File: src/ipp_pkg.sv
// Package for the instruction phase pipeline: constants and carrier types
package ipp_pkg;
   localparam int IPP_NUM_PHASES = 4;
   localparam int IPP_PC_WIDTH = 14;
   localparam int IPP_DATA_WIDTH = 8;
   localparam int IPP_PAGE_BITS = 8;
   localparam logic [13:0] IPP_PC_RESET = 14'h0000;
   localparam logic [7:0] IPP_ACC_RESET = 8'h00;
   localparam logic [3:0] IPP_PHASE_RESET = 4'h1;
   // Instruction class codes presented with each fetched word
   typedef enum logic [2:0] {
      IPP_OP_NOP, IPP_OP_ALU, IPP_OP_BRANCH, IPP_OP_SKIP, IPP_OP_PCL_WRITE
   } ipp_op_t;
   // ALU functions
   typedef enum logic [2:0] {
      IPP_ALU_ADD, IPP_ALU_SUB, IPP_ALU_AND, IPP_ALU_OR,
      IPP_ALU_XOR, IPP_ALU_ROTL, IPP_ALU_INC, IPP_ALU_DEC
   } ipp_alu_t;
   // Decoded instruction word supplied by program memory
   typedef struct packed {
      ipp_op_t op;
      ipp_alu_t alu_fn;
      logic [7:0] operand;
      logic [13:0] target;
      logic skip_if_zero;
   } ipp_instr_t;
endpackage : ipp_pkg

File: src/ipp_core.sv
// Instruction phase pipeline: four-phase timing, fetch/execute overlap, ALU
`timescale 1ns/100ps
`default_nettype none
// Summary of operation
// [RL1] Four non-overlapping phases in fixed order
// [RL2] First phase advances PC and starts fetch
// [RL3] Phases two to four decode and execute
// [RL4] Four clock periods make one instruction cycle
// [RL5] Fetch overlaps execute, one per cycle
// [RL6] PC-changing instructions take one extra cycle
// [RL7] Branch: get target, then transfer control
// [RL8] RC mode puts fetch phase on spare pin
// [RL9] Spare pin output quarter rate, 1:3 duty
// [RL10] Single 8-bit ALU does all operations
// [RL11] Data passes through accumulator and ALU
// [RL12] Taken skip discards fetched word, dummy cycle
// [RL13] Low byte write jumps in page, dummy
// [RL14] Reset restarts phases at the first phase
module ipp_core #(
   parameter int PC_WIDTH = ipp_pkg::IPP_PC_WIDTH
) (
   input wire logic clock_in,
   input wire logic reset_in,
   input wire logic rc_mode_in,
   input wire ipp_pkg::ipp_instr_t instr_in,
   output logic [3:0] instruction_phase_clocks_out,
   output logic [13:0] fetch_addr_out,
   output logic fetch_strobe_out,
   output logic [7:0] acc_out,
   output logic [7:0] pc_low_byte_out,
   output logic dummy_cycle_out,
   output logic rc_spare_oscillator_pin_out,
   output logic rc_spare_oscillator_pin_oe_n_out
);
   import ipp_pkg::*;

   // Width check: the pipeline is built for the documented counter width
   if (PC_WIDTH != IPP_PC_WIDTH) begin : g_bad_width
      $error("PC_WIDTH must equal the package counter width");
   end

   logic [3:0] phase_q;
   logic [13:0] pc_q;
   logic [13:0] fetch_addr_q;
   logic fetch_strobe_q;
   ipp_instr_t ir_q;
   logic ir_valid_q;
   logic [7:0] acc_q;
   logic [7:0] alu_result;
   logic dummy_q;
   logic pin_q;
   logic pin_oe_n_q;
   logic fetch_phase;
   logic exec_phase;
   logic primed_q;
   logic take_branch;
   logic take_pcl;
   logic take_skip;
   logic [13:0] redirect_addr;

   assign fetch_phase = phase_q[0];
   assign exec_phase = phase_q[3];

   // Decisions about the word now executing; they act only at the phase-four edge
   assign take_branch = ir_valid_q && ir_q.op == IPP_OP_BRANCH; // RL7
   assign take_pcl = ir_valid_q && ir_q.op == IPP_OP_PCL_WRITE; // RL13
   // A skip is taken when the zero test of the ALU result matches the request
   assign take_skip = ir_valid_q && ir_q.op == IPP_OP_SKIP
      && ((alu_result == 8'h00) == ir_q.skip_if_zero); // RL12
   // New fetch address: full branch target, or a jump kept inside the current page
   assign redirect_addr = take_branch ? ir_q.target : {pc_q[13:8], alu_result}; // RL7 RL13

   // Phase ring: one-hot rotation, restart at phase one on reset
   always_ff @(posedge clock_in) begin
      if (reset_in) begin
         phase_q <= IPP_PHASE_RESET; // RL14
      end else begin
         phase_q <= {phase_q[2:0], phase_q[3]}; // RL1 RL4
      end
   end

   // Armed by the first phase four after reset; until then no word has been fetched,
   // so the word sampled at the end of that first cycle must not execute
   always_ff @(posedge clock_in) begin
      if (reset_in) begin
         primed_q <= 1'b0;
      end else if (phase_q[3]) begin
         primed_q <= 1'b1; // RL14
      end
   end

   // Program counter and fetch: advance at the start of phase one
   always_ff @(posedge clock_in) begin
      if (reset_in) begin
         pc_q <= IPP_PC_RESET;
         fetch_addr_q <= IPP_PC_RESET;
         fetch_strobe_q <= 1'b0;
      end else begin
         fetch_strobe_q <= phase_q[3]; // RL2
         if (phase_q[3]) begin
            // A transfer fetches its target straight away in the dummy cycle, so the
            // counter must already point past it; otherwise the stale sequential
            // word would be fetched and then executed
            if (take_branch || take_pcl) begin
               fetch_addr_q <= redirect_addr; // RL7 RL13
               pc_q <= redirect_addr + 14'h0001; // RL6
            end else begin
               fetch_addr_q <= pc_q; // RL2
               pc_q <= pc_q + 14'h0001; // RL2 RL5
            end
         end
      end
   end

   // Instruction register: word fetched last cycle executes this cycle
   always_ff @(posedge clock_in) begin
      if (reset_in) begin
         ir_q <= '0;
         ir_valid_q <= 1'b0;
         dummy_q <= 1'b0;
      end else if (exec_phase) begin
         if (take_branch || take_pcl || take_skip) begin
            ir_valid_q <= 1'b0; // RL6 RL12
            dummy_q <= 1'b1;
         end else begin
            ir_q <= instr_in; // RL5
            ir_valid_q <= primed_q; // RL14
            dummy_q <= 1'b0;
         end
      end
   end

   // Single 8-bit ALU, operands flow from accumulator
   always_comb begin
      case (ir_q.alu_fn) // RL10 RL11
         IPP_ALU_ADD: alu_result = acc_q + ir_q.operand;
         IPP_ALU_SUB: alu_result = acc_q - ir_q.operand;
         IPP_ALU_AND: alu_result = acc_q & ir_q.operand;
         IPP_ALU_OR: alu_result = acc_q | ir_q.operand;
         IPP_ALU_XOR: alu_result = acc_q ^ ir_q.operand;
         IPP_ALU_ROTL: alu_result = {acc_q[6:0], acc_q[7]};
         IPP_ALU_INC: alu_result = acc_q + 8'h01;
         IPP_ALU_DEC: alu_result = acc_q - 8'h01;
         default: alu_result = acc_q;
      endcase
   end

   // Accumulator writeback at end of the execute phases
   always_ff @(posedge clock_in) begin
      if (reset_in) begin
         acc_q <= IPP_ACC_RESET;
      end else if (exec_phase && ir_valid_q && ir_q.op == IPP_OP_ALU) begin
         acc_q <= alu_result; // RL3 RL11
      end
   end

   // Spare pin: driven with the fetch phase only in RC mode
   always_ff @(posedge clock_in) begin
      if (reset_in) begin
         pin_q <= 1'b0;
         pin_oe_n_q <= 1'b1;
      end else begin
         pin_oe_n_q <= ~rc_mode_in; // RL8
         pin_q <= rc_mode_in & phase_q[3]; // RL9
      end
   end

   assign instruction_phase_clocks_out = phase_q;
   assign fetch_addr_out = fetch_addr_q;
   assign fetch_strobe_out = fetch_strobe_q;
   assign acc_out = acc_q;
   assign pc_low_byte_out = pc_q[7:0];
   assign dummy_cycle_out = dummy_q;
   assign rc_spare_oscillator_pin_out = pin_q;
   assign rc_spare_oscillator_pin_oe_n_out = pin_oe_n_q;

   // Checks: phase ring and reset
   a_phase_onehot: assert property (@(posedge clock_in) disable iff (reset_in) // RL1
      $onehot(phase_q)) else $error("phase not one-hot");
   a_phase_order: assert property (@(posedge clock_in) disable iff (reset_in) // RL4
      phase_q[0] |=> phase_q[1] ##1 phase_q[2] ##1 phase_q[3] ##1 phase_q[0])
      else $error("phase order wrong");
   a_reset_phase: assert property (@(posedge clock_in) // RL14
      reset_in |=> phase_q == IPP_PHASE_RESET) else $error("phase not restarted");
   // Checks: fetch and overlap; the first cycle after reset fetches nothing
   a_fetch_strobe_phase: assert property (@(posedge clock_in) disable iff (reset_in) // RL2
      fetch_strobe_q == (fetch_phase && primed_q)) else $error("fetch not in phase one");
   a_pc_advance: assert property (@(posedge clock_in) disable iff (reset_in) // RL5
      (exec_phase && !(take_branch || take_pcl)) |=> pc_q == $past(pc_q) + 14'h0001)
      else $error("pc not advanced");
   a_word_taken: assert property (@(posedge clock_in) disable iff (reset_in) // RL5
      (exec_phase && primed_q && !(take_branch || take_pcl || take_skip)) |=> ir_valid_q)
      else $error("fetched word not taken");
   // Checks: control transfers and dummy cycles
   a_branch_target: assert property (@(posedge clock_in) disable iff (reset_in) // RL7
      (exec_phase && take_branch) |=> fetch_addr_q == $past(ir_q.target)
      && pc_q == $past(ir_q.target) + 14'h0001 && !ir_valid_q && dummy_q)
      else $error("branch transfer wrong");
   a_dummy_cause: assert property (@(posedge clock_in) disable iff (reset_in) // RL6
      $rose(dummy_q) |-> $past(exec_phase && (take_branch || take_pcl || take_skip)))
      else $error("dummy cycle without transfer");
   a_dummy_recovers: assert property (@(posedge clock_in) disable iff (reset_in) // RL6
      (exec_phase && dummy_q) |=> ir_valid_q && !dummy_q)
      else $error("dummy lasted too long");
   a_skip_discard: assert property (@(posedge clock_in) disable iff (reset_in) // RL12
      (exec_phase && take_skip) |=> !ir_valid_q && dummy_q && fetch_addr_q == $past(pc_q))
      else $error("skip did not discard");
   a_pcl_page: assert property (@(posedge clock_in) disable iff (reset_in) // RL13
      (exec_phase && take_pcl) |=> dummy_q
      && fetch_addr_q == {$past(pc_q[13:8]), $past(alu_result)})
      else $error("page jump wrong");
   // Checks: datapath and spare pin
   a_acc_steady: assert property (@(posedge clock_in) disable iff (reset_in) // RL3
      !exec_phase |=> acc_q == $past(acc_q)) else $error("acc changed outside execute");
   a_pin_duty: assert property (@(posedge clock_in) disable iff (reset_in) // RL9
      ($rose(pin_q)) |=> !pin_q [*3] ##1 (pin_q || !rc_mode_in || $past(!rc_mode_in)))
      else $error("pin duty wrong");
   a_pin_enable: assert property (@(posedge clock_in) disable iff (reset_in) // RL8
      !rc_mode_in |=> pin_oe_n_q && !pin_q) else $error("pin driven outside RC mode");
   // Covers for the main scenarios
   c_branch: cover property (@(posedge clock_in) exec_phase && take_branch);
   c_skip: cover property (@(posedge clock_in) exec_phase && dummy_q && ir_q.op == IPP_OP_SKIP);
   c_pcl: cover property (@(posedge clock_in) exec_phase && take_pcl);
   c_pin: cover property (@(posedge clock_in) $rose(pin_q));
   c_dummy: cover property (@(posedge clock_in) $rose(dummy_q));
endmodule : ipp_core
`default_nettype wire

File: config.mk
export PLATFORM = sky130hd
export DESIGN_NAME = ipp_core
export DESIGN_NICKNAME = d
export VERILOG_FILES = /design/src/ipp_pkg.sv /design/src/ipp_core.sv
export SDC_FILE = /design/constraint.sdc
export NUM_CORES = 1
export LEC_CHECK = 0
export BUFFER_PORTS_ARGS = -buffer_cell sky130_fd_sc_hd__buf_2
export CAP_MARGIN = 20
export CELL_PAD_IN_SITES_DETAIL_PLACEMENT = 1
export CELL_PAD_IN_SITES_GLOBAL_PLACEMENT = 2
export CORE_ASPECT_RATIO = 1.5
export CORE_MARGIN = 5
export CORE_UTILIZATION = 34
export DETAILED_ROUTE_END_ITERATION = 6
export PLACE_DENSITY = 0.86
export SYNTH_ARGS = -nofsm -noshare
export SYNTH_HDL_FRONTEND = slang
export SYNTH_SLANG_ARGS = --single-unit
File: constraint.sdc
create_clock -name clock_in -period 4.05 [get_ports clock_in]
set_input_delay 0.81 -clock clock_in [delete_from_list [all_inputs] [get_ports clock_in]]
set_output_delay 0.81 -clock clock_in [all_outputs]
set_load 0.02 [all_outputs]
Word level (Yosys, flattened, before mapping)
Index checks and enable logic that the tools add are counted.
{"block": "op_classes", "addsub": 6, "eq_ne": 12, "n_mux": 6, "bitwise": 6, "reduce_logical": 11}
{"cell": "$pmux W8 S8", "n": 1}
{"cell": "$mux W14", "n": 3}
{"cell": "$add A14 B1 Y14 const B", "n": 2}
{"cell": "$eq A3 B3 Y1 const B", "n": 5}
{"cell": "$eq A3 B2 Y1 const B", "n": 4}
{"cell": "$add A8 B1 Y8 const B", "n": 1}
{"cell": "$add A8 B8 Y8", "n": 1}
{"cell": "$and A8 B8 Y8", "n": 1}
{"cell": "$logic_not A8 Y1", "n": 1}
{"cell": "$or A8 B8 Y8", "n": 1}
{"cell": "$sub A8 B1 Y8 const B", "n": 1}
{"cell": "$sub A8 B8 Y8", "n": 1}
{"cell": "$xor A8 B8 Y8", "n": 1}
{"cell": "$eq A3 B1 Y1 const B", "n": 2}
{"cell": "$logic_and A1 B1 Y1", "n": 6}
{"cell": "$logic_not A3 Y1", "n": 1}
{"cell": "$logic_or A1 B1 Y1", "n": 2}
{"cell": "$mux W1", "n": 2}
{"cell": "$not A1 Y1", "n": 2}
{"cell": "$reduce_and A2 Y1", "n": 1}
{"cell": "$and A1 B1 Y1", "n": 1}
{"cell": "$eq A1 B1 Y1", "n": 1}
{"block": "word_totals", "ff_bits": 75, "input_bits": 32, "output_inout_bits": 38, "elab_cells": 56}

Logic depth before layout (Yosys ltp)
{"block": "logic_depth", "depth_word": 8, "mapped_depth": 18}

Least setup slack after synthesis
OpenSTA, ideal clock, no wires.
{"block": "synth_timing", "path_type": "register to register", "startpoint": "register ir_q[24] (netlist bit)", "endpoint": "register ir_q[13] (netlist bit)", "setup_ns": 0.072, "arrival_ns": 3.643, "required_time_ns": 3.978, "setup_slack_ns": 0.335, "path_stages_with_launch": 19, "period_less_slack_ns": 3.715, "path_cell_list": "dfxtp_1 -> ha_1 -> buf_1 -> and2_1 -> o21ai_0 -> nand2_1 -> inv_1 -> ha_1 -> nor2b_1 -> o31a_1 -> o32ai_1 -> nor2_1 -> mux2i_1 -> nand4_1 -> xor2_2 -> a21oi_2 -> buf_6 -> buf_12 -> mux2i_1"}
{"block": "synth_via", "elab_chain_len": 8, "word_cells_on_any_way": 15, "cone_classes": "eq/ne: 8; mux: 1; bitwise: 1; reduce/logical: 5"}
{"item": "start, declared", "line_no": "ipp_core.sv:46", "text": "ipp_instr_t ir_q;"}
{"item": "start signal, assigned", "line_no": "ipp_core.sv:126", "text": "ir_q <= instr_in;"}
{"item": "$eq A3 B3 Y1, or another cell as far along", "line_no": "ipp_core.sv:135", "text": "case (ir_q.alu_fn)"}
{"item": "$pmux W8 S8 *", "line_no": "ipp_core.sv:135"}
{"item": "$logic_not A8 Y1 *", "line_no": "ipp_core.sv:69", "text": "&& ((alu_result == 8'h00) == ir_q.skip_if_zero);"}
{"item": "$eq A1 B1 Y1 *", "line_no": "ipp_core.sv:69"}
{"item": "$logic_and A1 B1 Y1 *", "line_no": "ipp_core.sv:69"}
{"item": "$logic_or A1 B1 Y1 *", "line_no": "ipp_core.sv:122", "text": "if (take_branch || take_pcl || take_skip) begin"}
{"item": "$not A1 Y1 (no source line) *"}
{"item": "$reduce_and A2 Y1 (no source line) *"}
Every way passes the cells marked *; elsewhere a longest branch is shown, timed or not.
A chain may end at the register's enable or synchronous reset.

Worst setup path in the final report
{"block": "layout_timing", "startpoint": "register ir_q[24] (netlist bit)", "endpoint": "register ir_q[28] (netlist bit)"}
Same word-level chain as after synthesis.

==> results.md <==
* Ys flop type: dfxtp_1
* Fill count at 1,684
* Synth unique cells at 72
* Largest net degree at the start of global routing at 62
* Worst rel slew slack at 0.536
* Clock Root Buffer: clkbuf_16
* Core Rows at 53
* Via density at 5.51
* Clock slew at reported path FFs at 0.06 ns
* Vias post-DR at 4,478
* DIE WIDTH at 107 um
* Unrepaired setup endpoints after global routing: yes
* Synthesis Warnings at 0
* Hold Crit Start: instruction_phase_clocks_out[1]
* DP Area at 5280 um2
* Crit path required time at 4.28 ns
* H-tree Lvls at 3
* Avg Inst Size Synth at 8.26 um2
* HP Class: register to register
* CTS tree: yes
* Crit-path max FO at 20
* GRT Util Overall at 0.192
* DRT Pass-1 Iters at 5
* TritonCTS Buffers at 9
* Io pins at 70
* Post-DP HPWL at 11,900 um
* Synthesis-to-layout area growth at 19.6%
* R2R Path End: ir_q[28]
* DRT antenna net count at 0
* Period utilisation layout at 0.950
* Final min period at 3.85 ns
* Clock sinks at 75
* WL final at 15,400 um
* Clock share of power at 0.464
* P_sw at 0.000474 W
* Peak supply drop at 0.000237 V
* Asr flop ratio synth at 0
* Design Area, Final at 5680 um2
* Internal at 0.00144 W
* Worst-Margin Slew at 0.693 ns
* Comb power frac at 0.134
* Startpoint Class: register
* Setup Crit Path Kind: register to register
* Pwr/cell area at 336 nW/um2
* Synth Cell Area at 4750 um2
* Final Max Slew Viols at 0
* Gr ovfl total at 0
* Diodes inserted at 0
* Layout Nets at 701
* Register-to-Register Path Depth at 16
* Area of the multi-input gates at 2990 um2
* Sw Share at 0.248
* Flop-to-flop setup slack at 0.20 ns
* First-pass GRT wire length at 25,000 um
* Number of port buffers at 69
* Hold Path Sink: instruction_phase_clocks_out[2]
* Initial Utilization at 0.343
* F_max at 0.260 GHz
* Register share of total power at 0.402
* Syn Nets at 634
* DRC at 0
* Final Skew at 0.00303 ns
* Crit path arrival time at 4.08 ns
* Share of cells above drive strength 1 at 0.215
* Final Hold Fails at 0
* MaxCap Viol Count at 0
* Die Span Y at 155 um
* Outcome: complete, no violations
* Worst Hold Depth at 1
* Average wire per standard cell at 19.0 um
* Setup violation total in the final timing report at 0
* CTS Buffer Depth at 2
* Worst-Skew Late Latency at 0.34 ns
* Setup WS pre-CTS at 0.0360 ns
* Post-synthesis cell count at 575
* Leakage at 2.26 nW
* Initial antenna violation count at 0
* Critical Path End Type: register
* Core ar. at 13,900 um2
* Die footprint at 16,500 um2
* Number of synthesized register bits at 75
* Iteration-0 DRC Markers at 182
* Storage cell area at 1510 um2
* RR Startpoint: ir_q[24]
* Vias in the first global route at 4,922
* EDFF count, synth at 0
* Gpl congestion at 0.876
* Hold-fix buffers, CTS at 0
* Sequential area share after synthesis at 0.316
* Final setup margin at 0.202 ns
worst max-delay path, cell delays in order (launching register included):
cell	delay, ns
dfxtp_1	0.34
buf_4	0.18
nor2b_1	0.10
or2_1	0.24
or3_1	0.31
o211a_1	0.13
ha_1	0.33
nor2b_1	0.16
o311a_1	0.30
o21ai_1	0.13
or3b_4	0.41
and4_1	0.16
nand4_1	0.13
xor2_2	0.26
a21oi_4	0.10
buf_12	0.18
a32o_1	0.26
worst max-delay path by stage:
stage | from | to | slack, ns
floorplan | ir_q[24] | ir_q[13] | 0.33
global placement | ir_q[16] | pc_q[11] | 0.20
detailed placement | ir_q[16] | ir_q[25] | 0.04
CTS | ir_q[16] | ir_q[25] | 0.02
global route | ir_q[25] | ir_q[25] | -0.003
finish | ir_q[24] | ir_q[28] | 0.20
cell usage after synthesis (all sizes together) (3+ instances only):
library cell  count  area (um2)
nand2            78         293
dfxtp            75        1500
nor2             55         206
mux2i            52         521
inv              28         105
ha               26         325
o21ai            24         120
a21oi            20         104
buf              20         145
nor3             19         105
clkbuf           18        67.6
nor2b            18         113
a211oi           17         138
nand3            10        55.1
o21a              9        67.6
a21o              5        37.5
a22oi             5        37.5
and2              5        31.3
nor4              5        52.6
a221oi            4        35.0
a31oi             4        25.0
nand2b            4        25.0
nand3b            4        30.0
nand4             4        25.0
o311a             4        40.0
o31ai             4        30.0
or2               4        25.0
xnor2             4        35.0
a31o              3        26.3
a32oi             3        26.3
and3b             3        26.3
nor3b             3        33.8
o22ai             3        18.8
or3               3        18.8
xor2              3        33.8
power groups by stage:
stage               clock network [W]  registers (W)  logic [W]
floorplan                           0       0.000786   0.000164
global placement                    0       0.000783   0.000236
detailed placement                  0       0.000784   0.000246
CTS                          0.000909       0.000768   0.000247
global route                 0.000941       0.000770   0.000282
finish                       0.000886       0.000768   0.000257
what timing repair did:
| item | 4_1_cts | 5_1_grt |
|---|---|---|
| setup buffers | 0 | 3 |
| endpoints found under the setup margin | 0 | 35 |
| resized for setup | 0 | 15 |
layout make-up:
class,count,area share
sequential,75,0.265
tap,165,0.0363
inverter,29,0.0192
clock buffer,12,0.0451
multi-input combinational,433,0.526
clock inverter,4,0.0128
timing repair buffer,94,0.0960
layout by cell type, fill, tap and decap left out, types with 3 or more instances in the layout:
cell,count
o31ai_1,4
buf_2,69
o21a_1,9
nor3_1,14
nand2b_1,4
o21ai_1,3
nand3_1,9
a22oi_1,5
o311a_1,4
dfxtp_1,72
clkbuf_16,9
a21oi_1,19
buf_4,24
nor3_2,5
a31oi_1,4
or3_1,3
xnor2_1,4
o22ai_1,3
nand4_1,4
nand2_1,78
a21o_1,5
inv_1,28
dfxtp_2,3
nor2b_1,18
mux2i_1,51
a211oi_1,14
nand3b_1,4
ha_1,24
and2_1,4
a211oi_2,3
nor2_1,55
o21ai_0,21
a221oi_1,3
a32oi_1,3
and3b_1,3
stage by stage:
step                setup TNS, ns  hold WS (ns)  power [W]  instances  utilization
CTS                             0         0.468    0.00192        809        0.405
detailed placement              0         0.452    0.00103        793        0.381
global route             -0.00313         0.482    0.00199        812        0.410
floorplan                       0         0.430   0.000951        575            -
global placement                0         0.443    0.00102        793        0.381
finish                          0         0.465    0.00191        812        0.410
flip-flops by register name (all words and copies together), names as in the netlist:
signal / count
dummy_cycle_out: 1
pc_q: 14
ir_q: 29
primed_q: 1
instruction_phase_clocks_out: 4
rc_spare_oscillator_pin_out: 1
rc_spare_oscillator_pin_oe_n_out: 1
ir_valid_q: 1
fetch_addr_out: 14
fetch_strobe_out: 1
acc_out: 8
kinds of logic (layout without fill, tap and decap cells):
family                     after synthesis  count (layout)  synth area share
and+or+nand+nor                        220             220             0.228
AOI/OAI and AO/OA                      126             126             0.189
DFF                                     75              75             0.316
buffers and inverters                   67             139            0.0677
muxes                                   53              53             0.112
adders and majority gates               27              27            0.0727
xor gates and xnor gates                 7               7            0.0145
per-layer routing:
| layer | up-vias | global-route usage | share of wire |
|---|---|---|---|
| li1 | 2167 | - | - |
| met1 | 2172 | 0.193 | 0.37 |
| met2 | 95 | 0.365 | 0.54 |
| met3 | 44 | 0.0313 | 0.032 |
| met4 | 0 | 0.111 | 0.054 |
| met5 | - | 0 | 0 |
No activity file was read; power rests on OpenSTA's default activity.
